===== src/bcbu_pkg.sv =====
// Constants and carrier types shared by the bus cycle breakpoint unit.
// Assumes a single pclk domain; bus cycle observations arrive on that clock.
package bcbu_pkg;

  // ==========================================================================
  // Register indices (byte address on APB is four times the index)
  // ==========================================================================
  localparam int NUM_CFG = 5;
  localparam logic [27:0] IDX_ADDR_HIGH = 28'h5FFFF90;
  localparam logic [27:0] IDX_ADDR_LOW = 28'h5FFFF92;
  localparam logic [27:0] IDX_MASK_HIGH = 28'h5FFFF94;
  localparam logic [27:0] IDX_MASK_LOW = 28'h5FFFF96;
  localparam logic [27:0] IDX_CYCLE_SEL = 28'h5FFFF98;
  localparam logic [27:0] IDX_IRQ_STATUS = 28'h5FFFF9A;
  localparam logic [27:0] IDX_IRQ_MASK = 28'h5FFFF9C;
  localparam logic [27:0] CFG_IDX [NUM_CFG] = '{IDX_ADDR_HIGH, IDX_ADDR_LOW, IDX_MASK_HIGH,
                                                IDX_MASK_LOW, IDX_CYCLE_SEL};
  // Only index bits 27..24 and 8..0 take part in the decode
  localparam logic [27:0] IDX_DEC_MASK = 28'hF0001FF;

  // Slots of the configuration array
  localparam int CFG_ADDR_HIGH = 0;
  localparam int CFG_ADDR_LOW = 1;
  localparam int CFG_MASK_HIGH = 2;
  localparam int CFG_MASK_LOW = 3;
  localparam int CFG_CYCLE_SEL = 4;

  // ==========================================================================
  // Reset values and writable bits
  // ==========================================================================
  localparam logic [15:0] CFG_RESET = 16'h0000;
  localparam logic [15:0] CFG_WMASK [NUM_CFG] = '{16'hFFFF, 16'hFFFF, 16'hFFFF, 16'hFFFF, 16'h00FF};
  localparam int IRQ_BITS = 2;
  localparam logic [IRQ_BITS-1:0] IRQ_STATUS_RESET = 2'h0;
  localparam logic [IRQ_BITS-1:0] IRQ_MASK_RESET = 2'h1;
  localparam int STAT_BREAK = 0;
  localparam int STAT_MISSED = 1;

  // ==========================================================================
  // Cycle select field layout and encodings
  // ==========================================================================
  localparam int OWNER_LSB = 6;
  localparam int TYPE_LSB = 4;
  localparam int DIR_LSB = 2;
  localparam int SIZE_LSB = 0;
  localparam logic [1:0] SEL_NONE = 2'h0;
  localparam logic [1:0] SIZE_ANY = 2'h0;
  localparam logic [1:0] SIZE_BYTE = 2'h1;
  localparam logic [1:0] SIZE_WORD = 2'h2;
  localparam logic [1:0] SIZE_LONG = 2'h3;

  // One observed bus cycle
  typedef struct packed {
    logic valid;
    logic [31:0] addr;
    logic is_dma;
    logic is_fetch;
    logic is_write;
    logic [1:0] size;
  } bcbu_cycle_s;

endpackage


===== src/bcbu_top.sv =====
// Bus cycle breakpoint unit: compares each observed bus cycle against the
// programmed break conditions and raises a user break request.
// Assumes an APB master on pclk and bus cycle reports on the same clock.
//
// How it works
// - Software selects breaks by address, CPU or DMA owner, fetch or data, read or write, and operand size.
// - A bus cycle matching every enabled condition raises the user break request to the interrupt controller.
// - A matched instruction fetch is flagged at once so the core breaks before that instruction executes.
// - Five configuration registers sit at every second index, 2 apart, from address high to cycle select.
// - Register decode looks at index bits 27 to 24 and 8 to 0 only, ignoring bits 23 to 9.
// - The high address register holds break address bits 31 to 16 and the low one bits 15 to 0.
// - Both address registers are 16 bits wide and fully readable and writable.
// - Reset clears the address registers to zero while standby leaves them untouched.
// - A mask bit of one drops that address bit from the compare, a zero requires it to match.
// - Owner, type and direction fields mean 00 none, 01 first kind, 10 second kind, 11 both.
// - Any of owner, type or direction field at 00 blocks every break.
// - Size field means 00 any, 01 byte, 10 word, 11 longword, and fetches count as word accesses.
module bcbu_top
  import bcbu_pkg::*;
(
  input wire logic pclk,
  input wire logic presetn,
  input wire logic psel,
  input wire logic penable,
  input wire logic pwrite,
  input wire logic [31:0] paddr,
  input wire logic [31:0] pwdata,
  input wire logic [3:0] pstrb,
  output logic pready,
  output logic [31:0] prdata,
  output logic pslverr,
  input wire bcbu_cycle_s bus_cycle,
  input wire logic standby,
  input wire logic break_ack,
  output logic fetch_break,
  output logic break_irq
);

  // ==========================================================================
  // APB decode
  // ==========================================================================
  logic [27:0] idx;
  logic setup_phase;
  logic access_wr;
  logic [NUM_CFG-1:0] cfg_sel;
  logic stat_sel;
  logic imask_sel;
  logic mapped;

  function automatic logic idx_match(input logic [27:0] a, input logic [27:0] b);
    return ((a ^ b) & IDX_DEC_MASK) == 28'h0000000;
  endfunction

  // Keep reserved bits at zero and honour byte lanes of the low halfword
  function automatic logic [15:0] lane_merge(input logic [15:0] old, input logic [31:0] wd,
                                             input logic [3:0] strb, input logic [15:0] wmask);
    logic [15:0] nxt;
    nxt = old;
    if (strb[0]) begin
      nxt[7:0] = wd[7:0];
    end
    if (strb[1]) begin
      nxt[15:8] = wd[15:8];
    end
    return nxt & wmask;
  endfunction

  assign idx = paddr[29:2];
  assign setup_phase = psel && !penable;
  assign access_wr = psel && penable && pwrite && pready;
  assign stat_sel = idx_match(idx, IDX_IRQ_STATUS);
  assign imask_sel = idx_match(idx, IDX_IRQ_MASK);
  assign mapped = (|cfg_sel) || stat_sel || imask_sel;
  // Zero wait states: every access completes in its first access cycle
  assign pready = 1'b1;

  // ==========================================================================
  // Configuration registers
  // ==========================================================================
  logic [15:0] cfg_q [NUM_CFG];

  // Not reset by standby: only presetn resets these
  generate
    for (genvar i = 0; i < NUM_CFG; i++) begin : g_cfg
      assign cfg_sel[i] = idx_match(idx, CFG_IDX[i]);
      always_ff @(posedge pclk or negedge presetn) begin
        if (!presetn) begin
          cfg_q[i] <= CFG_RESET;
        end else if (access_wr && cfg_sel[i]) begin
          cfg_q[i] <= lane_merge(cfg_q[i], pwdata, pstrb, CFG_WMASK[i]);
        end
      end
    end
  endgenerate

  // ==========================================================================
  // Break match
  // ==========================================================================
  logic [31:0] brk_addr;
  logic [31:0] brk_mask;
  logic [7:0] sel;
  logic addr_ok;
  logic owner_ok;
  logic type_ok;
  logic dir_ok;
  logic size_ok;
  logic [1:0] eff_size;
  logic hit;

  assign brk_addr = {cfg_q[CFG_ADDR_HIGH], cfg_q[CFG_ADDR_LOW]};
  assign brk_mask = {cfg_q[CFG_MASK_HIGH], cfg_q[CFG_MASK_LOW]};
  assign sel = cfg_q[CFG_CYCLE_SEL][7:0];
  assign addr_ok = ((bus_cycle.addr ^ brk_addr) & ~brk_mask) == 32'h00000000;
  // Low bit of each pair selects the first kind, high bit the second
  assign owner_ok = bus_cycle.is_dma ? sel[OWNER_LSB+1] : sel[OWNER_LSB];
  assign type_ok = bus_cycle.is_fetch ? sel[TYPE_LSB] : sel[TYPE_LSB+1];
  assign dir_ok = bus_cycle.is_write ? sel[DIR_LSB+1] : sel[DIR_LSB];
  // Fetches are word accesses whatever the bus width of the space
  assign eff_size = bus_cycle.is_fetch ? SIZE_WORD : bus_cycle.size;
  assign size_ok = (sel[SIZE_LSB+:2] == SIZE_ANY) || (sel[SIZE_LSB+:2] == eff_size);
  // No breaks while in standby, the bus is quiet then anyway
  assign hit = bus_cycle.valid && !standby && addr_ok && owner_ok && type_ok && dir_ok && size_ok;
  // Combinational so the core can tag the instruction in the fetch cycle
  assign fetch_break = hit && bus_cycle.is_fetch;

  // ==========================================================================
  // Interrupt status and mask
  // ==========================================================================
  logic [IRQ_BITS-1:0] stat_q;
  logic [IRQ_BITS-1:0] imask_q;
  logic [IRQ_BITS-1:0] stat_set;
  logic [IRQ_BITS-1:0] stat_clr;

  assign stat_set[STAT_BREAK] = hit;
  // A further match while a break is still pending is recorded as missed
  assign stat_set[STAT_MISSED] = hit && stat_q[STAT_BREAK];
  assign stat_clr[STAT_BREAK] = (access_wr && stat_sel && pstrb[0] && pwdata[STAT_BREAK]) || break_ack;
  assign stat_clr[STAT_MISSED] = access_wr && stat_sel && pstrb[0] && pwdata[STAT_MISSED];

  // Set wins over clear so no match is lost
  always_ff @(posedge pclk or negedge presetn) begin
    if (!presetn) begin
      stat_q <= IRQ_STATUS_RESET;
    end else begin
      stat_q <= stat_set | (stat_q & ~stat_clr);
    end
  end

  always_ff @(posedge pclk or negedge presetn) begin
    if (!presetn) begin
      imask_q <= IRQ_MASK_RESET;
    end else if (access_wr && imask_sel && pstrb[0]) begin
      imask_q <= pwdata[IRQ_BITS-1:0];
    end
  end

  assign break_irq = |(stat_q & imask_q);

  // ==========================================================================
  // Read data, captured in the setup cycle
  // ==========================================================================
  logic [31:0] prdata_q;
  logic pslverr_q;
  logic [31:0] rd_d;

  always_comb begin
    rd_d = 32'h00000000;
    for (int i = 0; i < NUM_CFG; i++) begin
      if (cfg_sel[i]) begin
        rd_d = {16'h0000, cfg_q[i]};
      end
    end
    if (stat_sel) begin
      rd_d = {{(32 - IRQ_BITS){1'b0}}, stat_q};
    end
    if (imask_sel) begin
      rd_d = {{(32 - IRQ_BITS){1'b0}}, imask_q};
    end
  end

  always_ff @(posedge pclk or negedge presetn) begin
    if (!presetn) begin
      prdata_q <= 32'h00000000;
      pslverr_q <= 1'b0;
    end else if (setup_phase) begin
      prdata_q <= pwrite ? 32'h00000000 : rd_d;
      pslverr_q <= !mapped;
    end
  end

  assign prdata = prdata_q;
  assign pslverr = pslverr_q && psel && penable;

  // ==========================================================================
  // Checks
  // ==========================================================================
  a_hit_sets_break: assert property (@(posedge pclk) disable iff (!presetn)
    hit |=> stat_q[STAT_BREAK])
    else $error("match did not set break status");

  a_irq_after_hit: assert property (@(posedge pclk) disable iff (!presetn)
    (hit && imask_q[STAT_BREAK] && !(access_wr && imask_sel)) |=> break_irq)
    else $error("unmasked match did not raise break request");

  a_request_held: assert property (@(posedge pclk) disable iff (!presetn)
    (stat_q[STAT_BREAK] && imask_q[STAT_BREAK] && !break_ack && !access_wr) |=> break_irq)
    else $error("break request dropped before acceptance");

  a_fetch_flag: assert property (@(posedge pclk) disable iff (!presetn)
    (bus_cycle.valid && bus_cycle.is_fetch && hit) |-> fetch_break ##1 stat_q[STAT_BREAK])
    else $error("matched fetch not flagged in its own cycle");

  a_owner_none: assert property (@(posedge pclk) disable iff (!presetn)
    (sel[OWNER_LSB+:2] == SEL_NONE || sel[TYPE_LSB+:2] == SEL_NONE || sel[DIR_LSB+:2] == SEL_NONE) |-> !hit)
    else $error("break raised with a select field at none");

  a_dir_read_only: assert property (@(posedge pclk) disable iff (!presetn)
    (sel[DIR_LSB+:2] == 2'h1 && bus_cycle.is_write) |-> !fetch_break && !hit)
    else $error("write cycle matched a read-only selection");

  a_full_mask_hits: assert property (@(posedge pclk) disable iff (!presetn)
    (bus_cycle.valid && !standby && brk_mask == 32'hFFFFFFFF && sel == 8'hFC) |-> hit)
    else $error("fully masked address with all kinds selected did not match");

  a_fetch_as_word: assert property (@(posedge pclk) disable iff (!presetn)
    (bus_cycle.is_fetch && sel[SIZE_LSB+:2] == SIZE_BYTE) |-> !hit)
    else $error("fetch matched a byte size selection");

  a_addr_high_write: assert property (@(posedge pclk) disable iff (!presetn)
    (access_wr && cfg_sel[CFG_ADDR_HIGH] && pstrb[1:0] == 2'h3) |=>
      brk_addr[31:16] == $past(pwdata[15:0]))
    else $error("address high register did not take written value");

  a_alias_decode: assert property (@(posedge pclk) disable iff (!presetn)
    (setup_phase && ((idx ^ IDX_ADDR_LOW) & ~28'h0FFFE00) == 28'h0000000) |=>
      !pslverr && (pwrite || prdata == {16'h0000, brk_addr[15:0]}))
    else $error("aliased address low read failed");

  // ==========================================================================
  // Checks on register access and break qualification
  // ==========================================================================
  // Unmapped indices answer with an error and read as zero
  a_unmapped_error: assert property (@(posedge pclk) disable iff (!presetn)
    (setup_phase && !mapped) |=> pslverr && prdata == 32'h00000000)
    else $error("unmapped access did not report an error");

  a_mapped_no_error: assert property (@(posedge pclk) disable iff (!presetn)
    (setup_phase && mapped) |=> !pslverr)
    else $error("mapped access reported an error");

  a_addr_low_write: assert property (@(posedge pclk) disable iff (!presetn)
    (access_wr && cfg_sel[CFG_ADDR_LOW] && pstrb[1:0] == 2'h3) |=>
      brk_addr[15:0] == $past(pwdata[15:0]))
    else $error("address low register did not take written value");

  a_mask_write: assert property (@(posedge pclk) disable iff (!presetn)
    (access_wr && cfg_sel[CFG_MASK_LOW] && pstrb[1:0] == 2'h3) |=>
      brk_mask[15:0] == $past(pwdata[15:0]))
    else $error("mask low register did not take written value");

  a_reserved_zero: assert property (@(posedge pclk) disable iff (!presetn)
    (access_wr && cfg_sel[CFG_CYCLE_SEL]) |=> cfg_q[CFG_CYCLE_SEL][15:8] == 8'h00)
    else $error("reserved cycle select bits took a write");

  // Standby only stops matching; the conditions themselves stay put
  a_standby_holds: assert property (@(posedge pclk) disable iff (!presetn)
    (standby && !access_wr) |=> brk_addr == $past(brk_addr) && brk_mask == $past(brk_mask))
    else $error("break conditions changed in standby");

  // An unmasked address difference must always block the break
  a_addr_miss: assert property (@(posedge pclk) disable iff (!presetn)
    (((bus_cycle.addr ^ brk_addr) & ~brk_mask) != 32'h00000000) |-> !hit)
    else $error("unmasked address difference still matched");

  a_size_miss: assert property (@(posedge pclk) disable iff (!presetn)
    (!bus_cycle.is_fetch && sel[SIZE_LSB+:2] != SIZE_ANY && sel[SIZE_LSB+:2] != bus_cycle.size) |->
      !hit)
    else $error("data cycle of another size matched");

  a_owner_both: assert property (@(posedge pclk) disable iff (!presetn)
    (bus_cycle.valid && !standby && addr_ok && sel == 8'hFC) |-> hit)
    else $error("cycle missed with both kinds selected everywhere");

  a_data_no_flag: assert property (@(posedge pclk) disable iff (!presetn)
    !bus_cycle.is_fetch |-> !fetch_break)
    else $error("data cycle flagged as fetch break");

  // A pending break must not swallow a second match silently
  a_missed_flag: assert property (@(posedge pclk) disable iff (!presetn)
    (hit && stat_q[STAT_BREAK]) |=> stat_q[STAT_MISSED])
    else $error("second match while pending not recorded");

  a_ack_clears: assert property (@(posedge pclk) disable iff (!presetn)
    (break_ack && !hit) |=> !stat_q[STAT_BREAK])
    else $error("accepted break still pending");

  a_write_one_clears: assert property (@(posedge pclk) disable iff (!presetn)
    (access_wr && stat_sel && pstrb[0] && pwdata[STAT_BREAK] && !hit) |=> !stat_q[STAT_BREAK])
    else $error("write of one did not clear break status");

endmodule


===== config.mk =====
export PLATFORM = sky130hd
export DESIGN_NAME = bcbu_top
export DESIGN_NICKNAME = d
export VERILOG_FILES = /design/src/bcbu_pkg.sv /design/src/bcbu_top.sv
export SDC_FILE = /design/constraint.sdc
export NUM_CORES = 1
export LEC_CHECK = 0
export BUFFER_PORTS_ARGS = -buffer_cell sky130_fd_sc_hd__clkbuf_2
export CORE_AREA = 10 10 139 167
export DETAILED_ROUTE_END_ITERATION = 10
export DIE_AREA = 0 0 149 177
export SETUP_SLACK_MARGIN = 0.4
export SYNTH_ARGS = -nofsm -noshare
export SYNTH_HDL_FRONTEND = slang
export SYNTH_SLANG_ARGS = --single-unit

===== constraint.sdc =====
create_clock -name pclk -period 1.55 [get_ports pclk]
set_clock_uncertainty 0.15 [all_clocks]
set_input_delay 0.0775 -clock pclk [delete_from_list [all_inputs] [get_ports pclk]]
set_output_delay 0.0775 -clock pclk [all_outputs]
set_load 0.05 [all_outputs]

==> results.txt, run 1 <==
I/O pin count: 149
Die Height: 177 um
Vias in the first global route: 4614
Placed Cells: 876
Clk_lat worst skew: 0.35 ns
Input/output buffers: 94
Setup WS pre-CTS: -0.702 ns
Routed wire length per instance: 18.9 um
Highest achievable clock rate: 439 MHz
Worst R2R Start: cfg_q[0]
Hold Crit Start: pwdata[1]
EDFF count, synth: 0
Share of layout cells above drive strength 1: 58.2%
H-Tree Depth: 3
Num Clock Sinks: 93
Antenna Violating Nets Remaining: 0
CP arrival: 2.05 ns
Top Layer Used: met4
Setup ws final: -0.728 ns
DP HPWL: 13100 um
Netlist cell types: 51
Status: finished, violations left
Setup crit start kind: flop
Crit path max fanout: 2
Seq/Total Area, Yosys: 47.5%
Fin nets: 775
Avg Inst Size Synth: 11.8 um2
Asr flop ratio synth: 100%
Violated checks: negative setup slack
Synth-to-Final Area Change: 64.7%
Worst R2R Setup Slack: -0.45 ns
Cells on worst reg2reg path: 9
Final worst-path cycle share: 147%
Depth of the worst hold-timing path: 2
Max-cap violations: 0
Final hold slack: 0.00416 ns
Initial Util: 24.6%
Worst min-delay path category: input pin to flop
Die area: 26400 um2
Placed cell area: 6670 um2
Setup CP Type: flop to primary output
Metal3 WL: 931 um
GRT Total Usage: 13.2%
Antenna violations before repair: 0
# diodes: 0
DR pass1 iterations: 4
Clk buf depth: 2
Setup TNS: -12.20 ns
CTS Buf Count: 9
Slew Limit Fails: 0
Root buffer cell: clkbuf_16
Number of DRC markers in iteration 0: 228
Max VDD drop: 0.511 mV
Post-synthesis register bit count: 93
YS warnings: 0
Cell area after synthesis: 4900 um2
First-pass GRT wire length: 26900 um
Commonest cells in the netlist: dfrtp_1, mux2_2, xnor2_1, nor2_1, o21ai_0
Final Cell Area: 8080 um2
Largest cells by area after synthesis: dfrtp_1, mux2_2, xnor2_1
RD Place Congestion: 0.834
Final Non-Filler Cells: 930
Endpoints failing hold: 0
Total length of routed wires: 17600 um
Post-Synthesis Cells: 417
RR Endpoint: stat_q[0]
Grt ovf: 0
DR vias/cell: 4.47
CTS clock-pin slew for the worst setup and hold paths: 0.07 ns
Worst endpoint required time: 1.32 ns
Row cnt: 57
Largest net degree at the start of global routing: 30
Leading area contributor after synthesis: dfrtp_1
P_leak: 3.85 nW
Residual DRC: 0
Min-Delay Endpoint: brk_addr[1]
Vias: 4156
Met2 Wirelength: 8790 um
Chip width: 149 um
RSZ-0062 raised after global routing: yes
CTS tree: yes
Metal-1 WL: 7700 um
Core area: 20000 um2
Count leader, synth: dfrtp_1
Power Dens Cells: 654 nW/um2
Post-route minimum period: 2.28 ns
Synth Flop Type: dfrtp_1
Final setup viols: 91
Critical Path End Type: primary output
Synth top area share: 46.9%
## worst max-delay path, cell delays in order (launching register included)
cell and delay, ns:
dfrtp_1 0.38, nand2b_4 0.15, a2111oi_4 0.30, buf_4 0.18, o211a_1 0.15, nand4_1 0.15
nor3_4 0.23, buf_12 0.17
## logic make-up after synthesis
kind of cell	share of synthesized area, %
flops	47.5
other cells	0.153
mux	22.2
simple gates	8.98
xor+xnor	5.71
compound gates	10.7
buf+inv	4.77
## area by class of cell
| cell class | count | area (um2) |
|---|---|---|
| inverter | 8 | 30.0 |
| timing repair buffer | 253 | 2130 |
| multi-input combinational | 297 | 2970 |
| clock inverter | 2 | 35.0 |
| tap | 265 | 332 |
| clock buffer | 12 | 246 |
| sequential | 93 | 2330 |
| fill | 1909 | 11900 |
## metrics by stage
step / power (mW) / util, %
global route: 5.44 / 40.5
finish: 5.28 / 40.5
detailed placement: 3.03 / 33.4
CTS: 5.28 / 39.0
global placement: 3.03 / 33.4
floorplan: 2.75 / -
## timing repair
action,4_1_cts,5_1_grt
hold buffers,18,0
endpoints found under the hold margin,162,0
endpoints found under the setup margin,111,111
pin swaps,29,28
buffers inserted,9,13
resized for setup,142,46
## registers in the layout, indices dropped and copies added, names as in the netlist
name       cells
brk_addr      32
stat_q         2
prdata        16
pslverr_q      1
imask_q        2
brk_mask      32
cfg_q          8
## layer usage
| layer | vias to the layer above | global-route usage (%) |
|---|---|---|
| li1 | 1978 | - |
| met1 | 2068 | 16.4 |
| met2 | 96 | 22.4 |
| met3 | 14 | 3.20 |
| met4 | 0 | 3.19 |
| met5 | - | 0 |
## cells in the final DEF (no fill, tap or decap), types with 7 or more instances in the layout
master,instances
buf_12,11
buf_4,109
buf_6,24
buf_8,17
clkbuf_16,10
clkbuf_2,73
conb_1,17
dfrtp_1,92
dlygate4sd3_1,18
inv_1,8
mux2_2,8
mux2_4,75
mux2i_1,7
nand2_1,18
nor2_1,20
nor2_4,7
o21ai_0,11
o21ai_1,9
o22ai_1,13
xnor2_1,26
## how the worst max path moves through the flow
stage | slack [ns] | cells after the start | to | from
floorplan | -0.43 | 7 | brk_addr[16] | paddr[29]
global placement | -0.66 | 8 | brk_addr[29] | paddr[29]
detailed placement | -0.70 | 8 | brk_addr[28] | paddr[29]
CTS | -0.87 | 7 | fetch_break | cfg_q[3]
global route | -0.79 | 6 | fetch_break | brk_addr[12]
finish | -0.73 | 7 | fetch_break | cfg_q[0]
## report_power, final
part | internal, mW | leakage, nW | switching (mW) | total (mW)
Sequential | 2.43 | 1.29 | 0.00201 | 2.43
Clock | 1.28 | 0.139 | 0.934 | 2.21
Combinational | 0.247 | 2.42 | 0.391 | 0.638
Total | 3.95 | 3.85 | 1.33 | 5.28
Note: power is estimated with default switching activity, not from simulation.
==> run 2: changes to the inputs <==
Settings changed: CORE_AREA 10 10 139 167 to 10 10 105 125, DIE_AREA 0 0 149 177 to 0 0 115 135, PLACE_DENSITY set to 0.76.
==> run 2 against run 1 <==
  * The flow still finishes with violations (negative setup slack)
  * Critical path depth stayed put
  * Sequential share of layout area is 0.92 points higher
  * Final area is 3.0% lower
  * Worst setup slack worse by 0.047 ns
  * Combinational power is 2% higher
  * Flip-flop and latch count stayed put
  * Largest power group unchanged
==> results.txt, run 2 (same netlist as run 1, synthesis figures left out) <==
Status: finished, violations left
Violated checks: negative setup slack
Share of layout cells above drive strength 1: 58.0% (-0.18 points)
Placed cell area: 6430 um2 (-3.5%)
Final core utilization: 74.1% (+34 points)
Final worst-path cycle share: 150% (+3.0 points)
Slew Limit Fails: 0 (unchanged)
Post-route minimum period: 2.32 ns (+0.0472 ns)
Row cnt: 41 (-28%)
GRT Total Usage: 21.3% (+8.1 points)
Residual DRC: 0 (unchanged)
Critical Path End Type: primary output
Largest delay contributor family on the critical path: simple AND/OR/NAND/NOR gates
Chip width: 115 um (-23%)
Num Clock Sinks: 93 (unchanged)
Number of DRC markers in iteration 0: 217 (-4.8%)
Antenna Violating Nets Remaining: 0 (unchanged)
Total length of routed wires: 17300 um (-1.8%)
I/O pin count: 149 (unchanged)
Vias in the first global route: 4785 (+3.7%)
First-pass GRT wire length: 26300 um (-2.3%)
Max-slew headroom: 67.5%
H-Tree Depth: 3 (unchanged)
Crit path max-delay cell type: dfrtp_1
Max-cap violations: 0 (unchanged)
Die Height: 135 um (-24%)
Root buffer cell: clkbuf_16
Synth-to-Final Area Change: 59.7%
Largest net degree at the start of global routing: 31 (+3.3%)
Worst min-delay path category: input pin to asynchronous set/reset pin
Worst endpoint required time: 1.32 ns (about the same)
P_leak: 3.80 nW (-1.4%)
CTS clock-pin slew for the worst setup and hold paths: 0.06 ns (about the same)
RD Place Congestion: 0.905 (+8.6%)
CTS Buf Count: 9 (unchanged)
Power Dens Cells: 677 nW/um2 (+3.6%)
Worst slew pin tran: 0.482 ns
DR pass1 iterations: 5 (+1)
Routed wire length per instance: 22.0 um (+16%)
Crit path cell chain: nand2b_4, a2111oi_4, buf_4, o211a_1, nand4_1, nor3_4, buf_12
CP bufs+invs: 2 (unchanged)
Fin nets: 763 (-1.5%)
Final setup viols: 93 (+2.2%)
Setup crit start kind: flop
Endpoints failing hold: 0 (unchanged)
Core area: 10600 um2 (-47%)
CP arrival: 2.10 ns (+0.05 ns)
Commonest non-fill, non-tap cell in the layout: buf_4
Layout fillers: 622 (-67%)
Die area: 15500 um2 (-41%)
Max VDD drop: 0.653 mV (+28%)
Setup ws final: -0.775 ns (-0.0472 ns)
# diodes: 0 (unchanged)
Highest achievable clock rate: 430 MHz (-2.0%)
Final hold slack: 0.0708 ns (+0.0666 ns)
Input/output buffers: 94 (unchanged)
Clk_lat worst skew: 0.34 ns (about the same)
RSZ-0062 raised after global routing: yes
Crit path max fanout: 2 (unchanged)
Setup CP Type: flop to primary output
DR vias/cell: 5.59 (+25%)
Vias: 4384 (+5.5%)
Final Cell Area: 7830 um2 (-3.0%)
Commonest cells after routing, fill and taps aside: buf_4, dfrtp_1, mux2_4, clkbuf_2, xnor2_1
CTS tree: yes
Initial Util: 46.4% (+22 points)
Clk buf depth: 2 (unchanged)
Antenna violations before repair: 0 (unchanged)
DP HPWL: 11700 um (-11%)
Worst path max stage delay: 0.37 ns (about the same)
Grt ovf: 0 (unchanged)
-- run 2: path summary, 6_finish.rpt --
kind,startpoint,end,slack (ns),cells after the start
worst max-delay path,cfg_q[0],fetch_break,-0.77,7
max in group asynchronous,presetn,prdata[11],0.62,3
min in group pclk,pwrite,prdata[0],0.09,5
worst min register to register,prdata[4],prdata[4],0.35,2
worst min-delay path,presetn,prdata[12],0.07,2
worst max register to register,brk_addr[20],stat_q[0],-0.45,8
-- run 2: final cells by class --
class                           instances  area, um2  share of cell area (%)
Tap cell                              129        161                    2.06
Clock buffer                           12        246                    3.15
Clock inverter                          4       47.5                   0.607
Inverter                                8       30.0                   0.383
Multi-Input combinational cell        297       2980                    38.1
Timing Repair Buffer                  241       2030                    26.0
Sequential cell                        93       2330                    29.7
-- run 2: what timing repair did --
action,in CTS,in global routing
gates cloned,0,0
hold buffers,19,0
buffers inserted,8,13
gates resized for setup,139,43
pin swaps,30,10
hold endpoints to repair,168,0
setup endpoints to repair,111,110
-- run 2: metrics by stage --
stage               setup TNS [ns]  cells  power (mW)  setup WS, ns
detailed placement          -46.61    728        3.02        -0.656
finish                      -20.51    784        5.31        -0.775
global placement            -44.94    728        3.01        -0.604
global route                -27.04    784        5.46        -0.876
CTS                         -11.66    771        5.26        -0.812
floorplan                   -26.98    432        2.75        -0.429
-- run 2: layer usage --
metal	vias to the layer above	global-route usage [%]	routed length (um)
met4	0	8.54	657
met1	2201	25.2	6710
li1	1956	-	-
met2	183	37.3	8900
met5	-	0	0
met3	44	3.19	999
-- run 2: where the power goes --
part / total [mW] / internal [mW] / leakage, nW / switching [mW]
combinational: 0.653 / 0.256 / 2.36 / 0.397
sequential: 2.43 / 2.43 / 1.29 / 0.00257
clock: 2.22 / 1.29 / 0.143 / 0.929
total: 5.31 / 3.98 / 3.80 / 1.33
==> run 3: changes to the inputs <==
Settings changed: CORE_AREA 10 10 105 125 to 10 10 104 124, CTS_BUF_LIST set to sky130_fd_sc_hd__clkbuf_4, DIE_AREA 0 0 115 135 to 0 0 114 134, PLACE_DENSITY 0.76 to 0.77.
==> run 3 against run 2 <==
  * The flow finishes with violations (negative hold slack, negative setup slack)
  * Combinational power hardly changed
  * Worst setup slack worse by 0.25 ns
  * Core utilization up 0.22 points
  * Die area fell by 1.6%
  * Flip-flop and latch count stayed put
  * Final area decreased by 0.67%
  * Sequential share of layout area rose by 0.18 points
  * Fmax fell by 9.8%
  * Critical path type unchanged
==> results.txt, run 3 (same netlist as run 1, synthesis figures left out) <==
Status: finished, violations left
Violated checks: negative hold slack, negative setup slack
Power, Total: 4.33 mW (-18%)
RSZ-0062 raised after global routing: yes
RD Place Congestion: 0.916 (+1.2%)
Worst endpoint required time: 1.32 ns (about the same)
Clk_lat worst skew: 0.50 ns (+0.16 ns)
Max-cap violations: 0 (unchanged)
CP arrival: 2.35 ns (+0.25 ns)
Initial Util: 46.9% (+0.46 points)
Max-slew headroom: 62.0% (-5.5 points)
Crit. Startpoint: brk_addr[4]
I/O pin count: 149 (unchanged)
First-pass GRT wire length: 28900 um (+10%)
Die Height: 134 um (-0.74%)
Highest achievable clock rate: 388 MHz (-9.8%)
DR vias/cell: 5.89 (+5.4%)
Antenna violations before repair: 0 (unchanged)
Hold Buf Count CTS: 20 (+1)
Final worst-path cycle share: 166% (+16 points)
P_leak: 3.80 nW (about the same)
Root buffer cell: clkbuf_4
Share of layout cells above drive strength 1: 59.5% (+1.4 points)
Largest net degree at the start of global routing: 40 (+29%)
Vias: 4714 (+7.5%)
Commonest cells after routing, fill and taps aside: buf_4, dfrtp_1, mux2_4, clkbuf_2, xnor2_1
Layout fillers: 610 (-1.9%)
CTS tree: yes
Synth-to-Final Area Change: 58.6%
Final hold slack: -0.147 ns (-0.218 ns)
Number of DRC markers in iteration 0: 404 (+86%)
Worst min-delay path category: input pin to asynchronous set/reset pin
DR pass1 iterations: 5 (unchanged)
Max VDD drop: 0.429 mV (-34%)
H-Tree Depth: 3 (unchanged)
Grt ovf: 0 (unchanged)
Worst R2R Start: cfg_q[0]
Die area: 15300 um2 (-1.6%)
Setup CP Type: flop to primary output
Critical Path End Type: primary output
Setup crit start kind: flop
Row cnt: 41 (unchanged)
Endpoints failing hold: 19 (+19)
Final Cell Area: 7780 um2 (-0.67%)
Total length of routed wires: 19200 um (+11%)
# diodes: 0 (unchanged)
Final core utilization: 74.3% (+0.22 points)
CTS clock-pin slew for the worst setup and hold paths: 0.17 ns (+0.11 ns)
DP HPWL: 12000 um (+2.4%)
Post-route minimum period: 2.58 ns (+0.252 ns)
Antenna Violating Nets Remaining: 0 (unchanged)
Core area: 10500 um2 (-0.97%)
Commonest non-fill, non-tap cell in the layout: buf_4
Setup ws final: -1.03 ns (-0.252 ns)
Input/output buffers: 94 (unchanged)
Num Clock Sinks: 93 (unchanged)
Final setup viols: 82 (-12%)
Residual DRC: 0 (unchanged)
Chip width: 114 um (-0.87%)
Power Dens Cells: 557 nW/um2 (-18%)
Crit path max fanout: 2 (unchanged)
CTS Buf Count: 9 (unchanged)
Vias in the first global route: 5242 (+9.6%)
Clk buf depth: 2 (unchanged)
Fin nets: 779 (+2.1%)
Slew Limit Fails: 0 (unchanged)
Placed cell area: 6410 um2 (-0.31%)
Worst slew pin tran: 0.568 ns (+0.0859 ns)
GRT Total Usage: 24.1% (+2.8 points)
Routed wire length per instance: 24.0 um (+9.0%)
-- run 3: cell count changes in the layout (fill, tap and decap cells not counted), moves of 6 or more --
cell       previous run  this run
clkbuf_16            11         1
buf_8                13        19
buf_4               103       112
buf_6                18        25
clkbuf_4              0        10
-- run 3: layout make-up --
cell class	instances	area, um2	share of cell area (%)
Multi-Input combinational cell	297	3010	38.7
Sequential cell	93	2330	29.9
Timing Repair Buffer	257	2140	27.5
Tap cell	129	161	2.07
Clock buffer	10	75.1	0.965
Clock inverter	6	38.8	0.499
Inverter	8	30.0	0.386
-- run 3: timing repair --
action / in CTS / in global routing
setup buffers: 20 / 12
hold endpoints to repair: 171 / 19
gates resized for setup: 158 / 39
pin swaps: 34 / 21
endpoints found under the setup margin: 111 / 112
-- run 3: worst max-delay path, cell delays in order, from the launching register on --
cell	delay [ns]
dfrtp_1	0.45
xnor2_2	0.19
o22ai_2	0.15
nor4_2	0.37
nand4_1	0.28
nor3_4	0.25
buf_12	0.17
-- run 3: worst paths after layout --
path | to | slack (ns) | cells past startpoint
min in group pclk | prdata[6] | 0.04 | 5
max reg2reg | stat_q[0] | -0.45 | 7
max | fetch_break | -1.03 | 6
min | brk_mask[18] | -0.15 | 2
min reg2reg | brk_mask[29] | 0.41 | 1
max in group asynchronous | imask_q[0] | 0.83 | 3
-- run 3: power by group --
part | internal [mW] | switching, mW | leakage [nW]
Clock | 0.346 | 0.899 | 0.0642
Sequential | 2.43 | 0.00239 | 1.29
Combinational | 0.245 | 0.409 | 2.44
-- run 3: per-layer routing --
layer | GRT usage [%] | vias up | wire length, um
met5 | 0 | - | 0
met4 | 12.6 | 0 | 893
met3 | 4.91 | 72 | 1330
met2 | 41.4 | 256 | 9800
met1 | 27.2 | 2397 | 7180
li1 | - | 1989 | -
-- run 3: stage by stage --
| step | cells | hold WS, ns | TNS, ns | worst slack [ns] |
|---|---|---|---|---|
| after detailed placement | 732 | -0.157 | -53.88 | -0.704 |
| after floorplan | 432 | -0.368 | -26.98 | -0.429 |
| final | 800 | -0.147 | -9.11 | -1.03 |
| after CTS | 788 | -0.150 | -9.08 | -1.02 |
| after global placement | 732 | -0.160 | -50.34 | -0.671 |
| after global routing | 800 | -0.114 | -11.13 | -1.10 |
